==> src/core/jpdal_regs.vh <==
// Constants for the scan-based program and debug access layer
// Notes on behaviour
// RQ1 - Comm-path instruction selects a 9-bit communication register as data register.
// RQ2 - Capture loads controller data, Shift shifts per test clock, Update latches.
// RQ3 - Frame is eight data bits LSB first, then one even parity bit.
// RQ4 - Special characters invert parity; programmer sends BREAK 0xBB to abort.
// RQ5 - Device sends DELAY 0xDB with inverted parity when no data ready.
// RQ6 - Device sends EMPTY 0xEB with inverted parity while in receive mode.
// RQ7 - Receive mode at Capture-DR loads EMPTY with parity bit set.
// RQ8 - Transmit mode with pending request loads data with correct even parity.
// RQ9 - Transmit mode without pending request loads DELAY with parity bit set.
// RQ10 - Data changes on falling test clock edge, sampled on rising edge.
// RQ11 - Layer runs one direction at a time; idle channel carries status.
// RQ12 - Transmitter generates and appends parity; bit rate set by test clock.
// RQ13 - Programmer repeats transfers after DELAY and never resends load instruction.
// RQ14 - Receiver shifts data and parity from test data in, latches at Update-DR.
// RQ15 - Parity checker runs both directions, flags errors and recognised BREAK.
// RQ16 - Entering a mode initialises controller and clock; two-wire mode takes priority.
// RQ17 - Programmer disables the active layer before enabling the other.
// RQ18 - Internal interfaces stay locked until the 64-bit activation key arrives.
// RQ19 - Memory reached only in programming mode with memory controller enabled.
// RQ20 - Receive mode exceptions: parity error, BREAK; two-wire also frame error. In two-wire mode the code raises only the frame error.
// RQ21 - Transmit exceptions: two-wire collision; scan parity error or BREAK.
// RQ22 - Exception aborts all, enters error state until BREAK returns to receive. In two-wire mode only entering a mode clears it.
// RQ23 - Programmer resynchronises by sending two successive BREAK characters.
// RQ24 - Received byte, parity error and BREAK reach controller as one-cycle strobes.
`ifndef JPDAL_REGS_VH
`define JPDAL_REGS_VH
`define JPDAL_TAP_RESET     4'h0
`define JPDAL_TAP_IDLE      4'h1
`define JPDAL_TAP_SEL_DR    4'h2
`define JPDAL_TAP_CAP_DR    4'h3
`define JPDAL_TAP_SHIFT_DR  4'h4
`define JPDAL_TAP_EXIT1_DR  4'h5
`define JPDAL_TAP_PAUSE_DR  4'h6
`define JPDAL_TAP_EXIT2_DR  4'h7
`define JPDAL_TAP_UPD_DR    4'h8
`define JPDAL_TAP_SEL_IR    4'h9
`define JPDAL_TAP_CAP_IR    4'hA
`define JPDAL_TAP_SHIFT_IR  4'hB
`define JPDAL_TAP_EXIT1_IR  4'hC
`define JPDAL_TAP_PAUSE_IR  4'hD
`define JPDAL_TAP_EXIT2_IR  4'hE
`define JPDAL_TAP_UPD_IR    4'hF
`define JPDAL_IR_COMM       4'h7
`define JPDAL_IR_BYPASS     4'hF
`define JPDAL_IR_CAPTURE    4'h1
`define JPDAL_CHAR_BREAK    8'hBB
`define JPDAL_CHAR_DELAY    8'hDB
`define JPDAL_CHAR_EMPTY    8'hEB
`define JPDAL_KEY           64'h1289AB45CDD888FF
`define JPDAL_KEY_BYTES     4'h8
`define JPDAL_MODE_NONE     2'h0
`define JPDAL_MODE_SCAN     2'h1
`define JPDAL_MODE_WIRE     2'h2
`endif

==> src/core/jpdal_tap.v <==
// Test access port state machine stepped on detected test clock rises
`timescale 1ns/1ps
`include "jpdal_regs.vh"
module jpdal_tap (
	input  wire       ref_clk,
	input  wire       rst_n,
	input  wire       clkEn,
	input  wire       tckRise,
	input  wire       tmsLevel,
	output reg  [3:0] tapState
);
	reg [3:0] next_tapState;

	// Next state from mode select
	always @* begin
		next_tapState = tapState;
		case (tapState)
			`JPDAL_TAP_RESET:    next_tapState = tmsLevel ? `JPDAL_TAP_RESET : `JPDAL_TAP_IDLE;
			`JPDAL_TAP_IDLE:     next_tapState = tmsLevel ? `JPDAL_TAP_SEL_DR : `JPDAL_TAP_IDLE;
			`JPDAL_TAP_SEL_DR:   next_tapState = tmsLevel ? `JPDAL_TAP_SEL_IR : `JPDAL_TAP_CAP_DR;
			`JPDAL_TAP_CAP_DR:   next_tapState = tmsLevel ? `JPDAL_TAP_EXIT1_DR : `JPDAL_TAP_SHIFT_DR;
			`JPDAL_TAP_SHIFT_DR: next_tapState = tmsLevel ? `JPDAL_TAP_EXIT1_DR : `JPDAL_TAP_SHIFT_DR;
			`JPDAL_TAP_EXIT1_DR: next_tapState = tmsLevel ? `JPDAL_TAP_UPD_DR : `JPDAL_TAP_PAUSE_DR;
			`JPDAL_TAP_PAUSE_DR: next_tapState = tmsLevel ? `JPDAL_TAP_EXIT2_DR : `JPDAL_TAP_PAUSE_DR;
			`JPDAL_TAP_EXIT2_DR: next_tapState = tmsLevel ? `JPDAL_TAP_UPD_DR : `JPDAL_TAP_SHIFT_DR;
			`JPDAL_TAP_UPD_DR:   next_tapState = tmsLevel ? `JPDAL_TAP_SEL_DR : `JPDAL_TAP_IDLE;
			`JPDAL_TAP_SEL_IR:   next_tapState = tmsLevel ? `JPDAL_TAP_RESET : `JPDAL_TAP_CAP_IR;
			`JPDAL_TAP_CAP_IR:   next_tapState = tmsLevel ? `JPDAL_TAP_EXIT1_IR : `JPDAL_TAP_SHIFT_IR;
			`JPDAL_TAP_SHIFT_IR: next_tapState = tmsLevel ? `JPDAL_TAP_EXIT1_IR : `JPDAL_TAP_SHIFT_IR;
			`JPDAL_TAP_EXIT1_IR: next_tapState = tmsLevel ? `JPDAL_TAP_UPD_IR : `JPDAL_TAP_PAUSE_IR;
			`JPDAL_TAP_PAUSE_IR: next_tapState = tmsLevel ? `JPDAL_TAP_EXIT2_IR : `JPDAL_TAP_PAUSE_IR;
			`JPDAL_TAP_EXIT2_IR: next_tapState = tmsLevel ? `JPDAL_TAP_UPD_IR : `JPDAL_TAP_SHIFT_IR;
			`JPDAL_TAP_UPD_IR:   next_tapState = tmsLevel ? `JPDAL_TAP_SEL_DR : `JPDAL_TAP_IDLE;
			default:             next_tapState = `JPDAL_TAP_RESET;
		endcase
	end

	// State register, advanced only on a test clock rise
	always @(posedge ref_clk or negedge rst_n) begin
		if (!rst_n) begin
			tapState <= `JPDAL_TAP_RESET;
		end else if (clkEn && tckRise) begin
			tapState <= next_tapState;
		end
	end
endmodule // jpdal_tap

==> src/core/jpdal_core.v <==
// Scan-based physical layer and access control for the program and debug port
`timescale 1ns/1ps
`include "jpdal_regs.vh"
module jpdal_core (
	input  wire       ref_clk,
	input  wire       rst_n,
	input  wire       clkEn,
	input  wire       tck,
	input  wire       tms,
	input  wire       tdi,
	output reg        tdo,
	output reg        tdoEn,
	input  wire       scanEnableFuse,
	input  wire       twoWireEnable,
	input  wire       nativeFrameErr,
	input  wire       nativeCollision,
	input  wire       ctlTxMode,
	input  wire       txValid,
	input  wire [7:0] txByte,
	output reg        txTaken,
	output reg  [7:0] rxByte,
	output reg        rxStrobe,
	output reg        parityErrStrobe,
	output reg        breakStrobe,
	input  wire       keyCollect,
	input  wire       nvmCtlEnabled,
	output reg        keyValid,
	output reg        nvmAccess,
	output reg        errorState,
	output reg        abortPulse,
	output reg        txDirection,
	output reg  [1:0] activeMode,
	output reg        linkClkSel,
	output reg        ctlInit
);
	// Pin synchronisers, three stages each
	reg  [2:0] tckSync;
	reg  [2:0] tmsSync;
	reg  [2:0] tdiSync;
	reg        tckLevel;
	reg        tmsLevel;
	reg        tdiLevel;
	wire       tckRise;
	wire       tckFall;

	// Scan path state
	wire [3:0] tapState;
	reg  [3:0] irShift;
	reg  [3:0] irActive;
	reg  [8:0] commShift;
	reg        bypassBit;
	reg        txLoaded;

	// Access control state
	reg [63:0] keyShift;
	reg  [3:0] keyCount;
	reg        scanReqSeen;
	reg        wireReqSeen;

	// Decoded frame at update
	wire [7:0] frameData;
	wire       frameParity;
	wire       frameParErr;
	wire       frameBreak;
	wire       commSelected;
	wire       scanLive;
	wire       tckSettled;
	wire       tmsSettled;
	wire       tdiSettled;

	assign tckSettled   = tckSync[1] ~^ tckSync[2];
	assign tmsSettled   = tmsSync[1] ~^ tmsSync[2];
	assign tdiSettled   = tdiSync[1] ~^ tdiSync[2];
	assign tckRise      = tckSettled && tckSync[2] && !tckLevel;
	assign tckFall      = tckSettled && !tckSync[2] && tckLevel;
	assign frameData    = commShift[7:0];
	assign frameParity  = commShift[8];
	assign frameParErr  = frameParity != (^frameData); // RQ15
	assign frameBreak   = frameParErr && (frameData == `JPDAL_CHAR_BREAK); // RQ15
	assign commSelected = irActive == `JPDAL_IR_COMM; // RQ1
	assign scanLive     = activeMode == `JPDAL_MODE_SCAN;

	// Synchroniser chains; a level counts once stages two and three agree
	always @(posedge ref_clk or negedge rst_n) begin
		if (!rst_n) begin
			tckSync  <= 3'h0;
			tmsSync  <= 3'h7;
			tdiSync  <= 3'h7;
			tckLevel <= 1'b0;
			tmsLevel <= 1'b1;
			tdiLevel <= 1'b1;
		end else if (clkEn) begin
			tckSync <= {tckSync[1:0], tck};
			tmsSync <= {tmsSync[1:0], tms};
			tdiSync <= {tdiSync[1:0], tdi};
			if (tckSettled) begin
				tckLevel <= tckSync[2];
			end
			if (tmsSettled) begin
				tmsLevel <= tmsSync[2];
			end
			if (tdiSettled) begin
				tdiLevel <= tdiSync[2];
			end
		end
	end

	// Access port state machine
	jpdal_tap tapFsm (
		.ref_clk  (ref_clk),
		.rst_n    (rst_n),
		.clkEn    (clkEn),
		.tckRise  (tckRise),
		.tmsLevel (tmsLevel),
		.tapState (tapState)
	);

	// Instruction register, sampled on test clock rise
	always @(posedge ref_clk or negedge rst_n) begin
		if (!rst_n) begin
			irShift  <= `JPDAL_IR_BYPASS;
			irActive <= `JPDAL_IR_BYPASS;
		end else if (clkEn && tckRise) begin
			if (tapState == `JPDAL_TAP_RESET) begin
				irActive <= `JPDAL_IR_BYPASS;
			end else if (tapState == `JPDAL_TAP_CAP_IR) begin
				irShift <= `JPDAL_IR_CAPTURE;
			end else if (tapState == `JPDAL_TAP_SHIFT_IR) begin
				irShift <= {tdiLevel, irShift[3:1]};
			end else if (tapState == `JPDAL_TAP_UPD_IR) begin
				irActive <= irShift; // RQ1
			end
		end
	end

	// Communication register: capture, shift and bypass path
	always @(posedge ref_clk or negedge rst_n) begin
		if (!rst_n) begin
			commShift <= 9'h000;
			bypassBit <= 1'b0;
			txLoaded  <= 1'b0;
			txTaken   <= 1'b0;
		end else if (clkEn) begin
			txTaken <= 1'b0;
			if (tckRise && tapState == `JPDAL_TAP_CAP_DR) begin
				bypassBit <= 1'b0;
				txLoaded  <= 1'b0;
				if (commSelected && scanLive) begin
					if (!txDirection) begin
						commShift <= {1'b1, `JPDAL_CHAR_EMPTY}; // RQ6 RQ7
					end else if (txValid) begin
						commShift <= {^txByte, txByte}; // RQ8 RQ12
						txLoaded  <= 1'b1;
						txTaken   <= 1'b1;
					end else begin
						commShift <= {1'b1, `JPDAL_CHAR_DELAY}; // RQ5 RQ9
					end
				end
			end else if (tckRise && tapState == `JPDAL_TAP_SHIFT_DR) begin
				commShift <= {tdiLevel, commShift[8:1]}; // RQ2 RQ3 RQ14
				bypassBit <= tdiLevel;
			end
		end
	end

	// Output pin changes on test clock fall only
	always @(posedge ref_clk or negedge rst_n) begin
		if (!rst_n) begin
			tdo   <= 1'b1;
			tdoEn <= 1'b0;
		end else if (clkEn && tckFall) begin
			if (tapState == `JPDAL_TAP_SHIFT_DR) begin
				tdo   <= commSelected ? commShift[0] : bypassBit; // RQ10
				tdoEn <= 1'b1;
			end else if (tapState == `JPDAL_TAP_SHIFT_IR) begin
				tdo   <= irShift[0]; // RQ10
				tdoEn <= 1'b1;
			end else begin
				tdoEn <= 1'b0;
			end
		end
	end

	// Mode selection; two-wire layer wins over scan
	always @(posedge ref_clk or negedge rst_n) begin
		if (!rst_n) begin
			activeMode  <= `JPDAL_MODE_NONE;
			linkClkSel  <= 1'b0;
			ctlInit     <= 1'b0;
			scanReqSeen <= 1'b0;
			wireReqSeen <= 1'b0;
		end else if (clkEn) begin
			ctlInit     <= 1'b0;
			scanReqSeen <= scanEnableFuse && commSelected;
			wireReqSeen <= twoWireEnable;
			if (twoWireEnable && !wireReqSeen) begin
				activeMode <= `JPDAL_MODE_WIRE; // RQ16
				linkClkSel <= 1'b1;
				ctlInit    <= 1'b1;
			end else if (!twoWireEnable && activeMode == `JPDAL_MODE_WIRE) begin
				activeMode <= `JPDAL_MODE_NONE; // RQ17
			end else if (!scanEnableFuse && activeMode == `JPDAL_MODE_SCAN) begin
				activeMode <= `JPDAL_MODE_NONE;
			end else if (scanEnableFuse && commSelected && !scanReqSeen
					&& activeMode == `JPDAL_MODE_NONE) begin
				activeMode <= `JPDAL_MODE_SCAN; // RQ16
				linkClkSel <= 1'b0;
				ctlInit    <= 1'b1;
			end
		end
	end

	// Frame evaluation at Update-DR and exception handling
	always @(posedge ref_clk or negedge rst_n) begin
		if (!rst_n) begin
			rxByte          <= 8'h00;
			rxStrobe        <= 1'b0;
			parityErrStrobe <= 1'b0;
			breakStrobe     <= 1'b0;
			errorState      <= 1'b0;
			abortPulse      <= 1'b0;
			txDirection     <= 1'b0;
		end else if (clkEn) begin
			rxStrobe        <= 1'b0;
			parityErrStrobe <= 1'b0;
			breakStrobe     <= 1'b0;
			abortPulse      <= 1'b0;
			if (ctlInit) begin
				errorState  <= 1'b0; // RQ16
				txDirection <= 1'b0;
			end else if (activeMode == `JPDAL_MODE_WIRE) begin
				if (nativeFrameErr && !txDirection) begin
					errorState  <= 1'b1; // RQ20
					abortPulse  <= 1'b1;
					txDirection <= 1'b0;
				end else if (nativeCollision && txDirection) begin
					errorState  <= 1'b1; // RQ21
					abortPulse  <= 1'b1;
					txDirection <= 1'b0;
				end else begin
					txDirection <= ctlTxMode && !errorState;
				end
			end else if (tckRise && tapState == `JPDAL_TAP_UPD_DR && commSelected && scanLive) begin
				if (frameBreak) begin
					breakStrobe     <= 1'b1; // RQ15 RQ24
					parityErrStrobe <= 1'b1;
					abortPulse      <= 1'b1; // RQ22
					errorState      <= 1'b0; // RQ4 RQ22
					txDirection     <= 1'b0;
				end else if (frameParErr) begin
					parityErrStrobe <= 1'b1; // RQ15 RQ24
					abortPulse      <= !errorState;
					errorState      <= 1'b1; // RQ20 RQ21 RQ22
					txDirection     <= 1'b0;
				end else if (!txDirection && !errorState) begin
					rxByte   <= frameData; // RQ14
					rxStrobe <= 1'b1; // RQ24
				end
			end else if (!(tckRise && tapState == `JPDAL_TAP_SHIFT_DR)) begin
				txDirection <= ctlTxMode && !errorState; // RQ11
			end
		end
	end

	// Activation key collection and memory access gate
	always @(posedge ref_clk or negedge rst_n) begin
		if (!rst_n) begin
			keyShift  <= 64'h0000000000000000;
			keyCount  <= 4'h0;
			keyValid  <= 1'b0;
			nvmAccess <= 1'b0;
		end else if (clkEn) begin
			if (ctlInit || abortPulse) begin
				keyCount <= 4'h0;
				if (ctlInit) begin
					keyValid <= 1'b0; // RQ18
				end
			end else if (rxStrobe && keyCollect) begin
				keyShift <= {rxByte, keyShift[63:8]}; // RQ18
				if (keyCount == `JPDAL_KEY_BYTES - 4'h1) begin
					keyCount <= 4'h0;
					keyValid <= {rxByte, keyShift[63:8]} == `JPDAL_KEY; // RQ18
				end else begin
					keyCount <= keyCount + 4'h1;
				end
			end else if (!keyCollect) begin
				keyCount <= 4'h0;
			end
			nvmAccess <= keyValid && nvmCtlEnabled && !errorState
				&& activeMode != `JPDAL_MODE_NONE; // RQ19
		end
	end
endmodule // jpdal_core

==> config.mk <==
export PLATFORM = sky130hd
export DESIGN_NAME = jpdal_core
export DESIGN_NICKNAME = d
export VERILOG_FILES = /design/src/core/jpdal_tap.v /design/src/core/jpdal_core.v
export VERILOG_INCLUDE_DIRS = /design/src /design/src/core
export SDC_FILE = /design/constraint.sdc
export NUM_CORES = 1
export LEC_CHECK = 0
export ABC_AREA = 1
export BUFFER_PORTS_ARGS = -buffer_cell sky130_fd_sc_hd__clkbuf_2
export CORE_AREA = 2 2 115 117
export DETAILED_ROUTE_END_ITERATION = 10
export DIE_AREA = 0 0 117 119
export PLACE_DENSITY = 0.63
export SYNTH_ARGS = -nofsm -noshare
export SYNTH_HDL_FRONTEND = slang
export SYNTH_SLANG_ARGS = --single-unit
==> constraint.sdc <==
create_clock -name ref_clk -period 2.8 [get_ports ref_clk]
set_clock_uncertainty 0.1 [all_clocks]
set_input_delay 0.14 -clock ref_clk [delete_from_list [all_inputs] [get_ports ref_clk]]
set_output_delay 0.14 -clock ref_clk [all_outputs]
set_load 0.005 [all_outputs]
==> impl_summary.txt <==
----------------------------------------------------
[Status]
  Status ... finished, final reports clean

[CTS]
  Number of sinks driven by the clock tree ... 119
  Total CTS buffers ... 17
  Count of H-tree levels built during CTS ... 4
  Clock latency reported for the late side of the worst-skew pair ... ~0.42 ns
  Cell chosen for the clock root ... clkbuf_16
  TritonCTS clock tree ... built
  Clock Tree Buf Depth ... 2
  Clock edge transition at the registers on the reported setup and hold paths ... 0.05 ns
  Post-CTS setup buffer count ... 0

[GRT]
  Vias in the first global route ... about 4,800
  Antenna violations before repair ... 0
  Global-route usage over all layers ... 0.205
  Largest net degree at the start of global routing ... 75
  Global route total overflow ... 0
  Wire length of the first global-routing pass ... 22.3 mm

[Placed design]
  Post-placement worst setup slack ... 0.800 ns
  Placed Cells incl. Taps ... 939
  Weighted congestion at the end of routability-driven global placement ... between 0.8 and 0.9
  # port buffers ... 44
  Final HPWL from detailed placement ... 9.24 mm
  Total placed instance area ... 6260 sq um

[Route]
  WL/cell ... 13.1 um
  Post-DR vias/cell ... 4.92
  Total number of vias ... 4,818
  DRC Markers ... 0
  Remaining number of nets flagged by the antenna check after routing ... 0
  WL final ... between 10 and 15 mm
  Violation count after the first detailed-routing iteration ... 309
  Number of optimization iterations in the first detailed-route pass ... 5

[Setup path]
  Gate family responsible for the most delay along the worst path ... simple AND/OR/NAND/NOR gates
  CP Buf/Inv Count ... 2
  Maximum single-stage delay on the critical path ... 0.37 ns
  Kind of end point of the critical path ... register
  Required time reported for the critical path endpoint ... 3.00 ns
  Type of the worst setup path ... register to register
  CP Launch Type ... register
  CP dominant cell by count ... nand3_1
  Cell at the slowest stage of the critical path ... dfrtp_1
  Cell-by-cell trace of the critical path ... inv_1 > ha_1 > xor2_1 > nand3_1 > nand3_1 > clkinv_1 > nand3_1 > nand2_1
  Critical Path AT ... 2.23 ns
  Peak fanout along the critical path ... 9

[Final layout]
  Fraction of layout instances using a drive strength above 1 ... 0.164
  Final non-filler cell total ... 979
  Most common library cell in the layout ignoring fill and taps ... nand2_1
  Fin area ... 6920 sq um
  Area growth from synthesis to layout ... 18.8%
  Diode insertion count for antenna repair ... 0
  Number of nets in the final layout ... 819
  Most used cells in the layout excluding fill and tap cells ... nand2_1, inv_1, dfrtp_1, o21ai_0, nor2_1

[STA]
  Final Max Slew Viols ... 0
  Worst slew margin relative to its limit ... 0.474
  Final count of negative-setup-slack endpoints ... 0
  Worst-margin pin slew ... just under 0.8 ns
  Peak Freq ... 0.494 GHz
  Fin. Hold Viols ... 0
  Period minus WS final ... 2.03 ns
  PnR worst setup slack ... 0.774 ns
  Final worst path period share ... 0.723
  Unrepaired setup endpoints after global routing ... no
  Setup_tns ... 0 ns

[Pwr]
  Power density over the cells ... 801 nW/um^2
  Leakage Power ... 3.53 nW
  IR Drop Worst-Case VDD ... 0.551 mV

[Run]
  Max Cap Viol ... 0

[Floorplanning]
  Die X-Extent ... 117 um
  Area of the die ... roughly 14,000 sq um
  Height of the die ... 119 um
  IO Count ... 45
  Starting density of the core ... 0.452
  Area of the placeable core ... 12,900 sq um
  Row Count ... 42

[Synth]
  Yosys top cell area share ... 0.438
  Synthesized netlist cell count ... 731
  Post-synthesis register bit count ... 119
  Sequential cell area fraction in the yosys report ... 0.515
  Biggest area contributors in the synthesized netlist ... dfrtp_1, nand2_1, o21ai_0
  Count of yosys warnings during synthesis ... 0
  Avg Inst Size Synth ... roughly 8.0 sq um
  Mapped cell area ... a little under 6000 sq um
  Net count after synthesis ... 760
  Dominant cell type by area after synthesis ... dfrtp_1
  Netlist cell types ... 35

[Worst hold path]
  Worst min-delay path category ... input port to register

----------------------------------------------------
## worst reg2reg max path, cell delays in order, from the launching register on
cell and delay [ns]:
dfrtp_1 0.37, inv_1 0.13, ha_1 0.29, xor2_1 0.20, nand3_1 0.13, nand3_1 0.14, clkinv_1 0.27, nand3_1 0.23
nand2_1 0.07
## timing repair
item	4_1_cts	5_1_grt
hold endpoints to repair	60	0
gates resized for setup	0	0
hold buffers	8	0
## sequential cells by signal, indices dropped and copies added (netlist names), 2 cells and up
signal and count:
keyShift 56, tmsSync 3, activeMode 2, tapFsm.tapState 4, keyCount 4, rxByte 8, commShift 9, irActive 4
irShift 4, tckSync 3, tdiSync 3
## metal layers
metal | share of wire | vias up | global-route usage
met5 | 0 | - | 0
met4 | 0.012 | 0 | 0.0735
met3 | 0.042 | 10 | 0.0529
met2 | 0.49 | 76 | 0.323
met1 | 0.45 | 2266 | 0.271
li1 | - | 2466 | -
## stage by stage
| stage | util | hold slack [ns] | power, mW |
|---|---|---|---|
| after global placement | 0.486 | 0.179 | 3.40 |
| after global routing | 0.537 | 0.0609 | 5.89 |
| after detailed placement | 0.486 | 0.185 | 3.42 |
| after CTS | 0.537 | 0.0111 | 5.57 |
| final | 0.537 | 0.0245 | 5.54 |
| after floorplan | - | -0.256 | 3.05 |
## power by group
part / switching (mW) / internal, mW / leakage [nW]
sequential: 0.179 / 1.95 / 1.46
combinational: 0.862 / 0.435 / 1.78
clock: 0.774 / 1.35 / 0.281
total: 1.81 / 3.73 / 3.53
## layout make-up
cell class / instances / area, sq um
Inverter: 110 / 413
Timing Repair Buffer: 58 / 373
Fill cell: 1217 / 5960
Clock buffer: 19 / 453
Tap cell: 176 / 220
Sequential cell: 119 / 3000
Clock inverter: 13 / 129
Multi-Input combinational cell: 484 / 2330
## cells in the mapped netlist (all sizes together)
cell    instances
a21oi          29
a31oi           5
buf             5
clkbuf         13
clkinv          1
dfrtp         102
dfstp          17
ha              7
inv           109
mux2            3
nand2         201
nand3          38
nand4          17
nor2           64
nor3           12
o211ai          2
o21a            1
o21ai          99
o221ai          1
o22ai           1
or2             1
xnor2           2
xor2            1
## final timing paths
check                             startpoint      endpoint  slack (ns)  depth (start not counted)
worst max-delay path            commShift[2]     rxByte[7]        0.77                          8
worst min-delay path               txByte[2]  commShift[2]        0.02                          5
worst max register to register  commShift[2]     rxByte[7]        0.77                          8
worst min register to register    tdiSync[0]    tdiSync[0]        0.38                          2
max in group asynchronous              rst_n    irShift[0]        1.54                          3
min in group asynchronous              rst_n   keyCount[1]        0.25                          2
## kinds of logic after synthesis
| kind of cell | Yosys count | synth area share |
|---|---|---|
| AO/OA/AOI/OAI | 138 | 0.128 |
| XOR/XNOR | 3 | 0.00451 |
| adder cells (fa/ha/maj) | 7 | 0.0150 |
| buffers and inverters | 128 | 0.0851 |
| flip-flops | 119 | 0.515 |
| multiplexers | 3 | 0.00580 |
| AND/OR/NAND/NOR | 333 | 0.247 |
No activity file was read; power rests on OpenSTA's default activity.
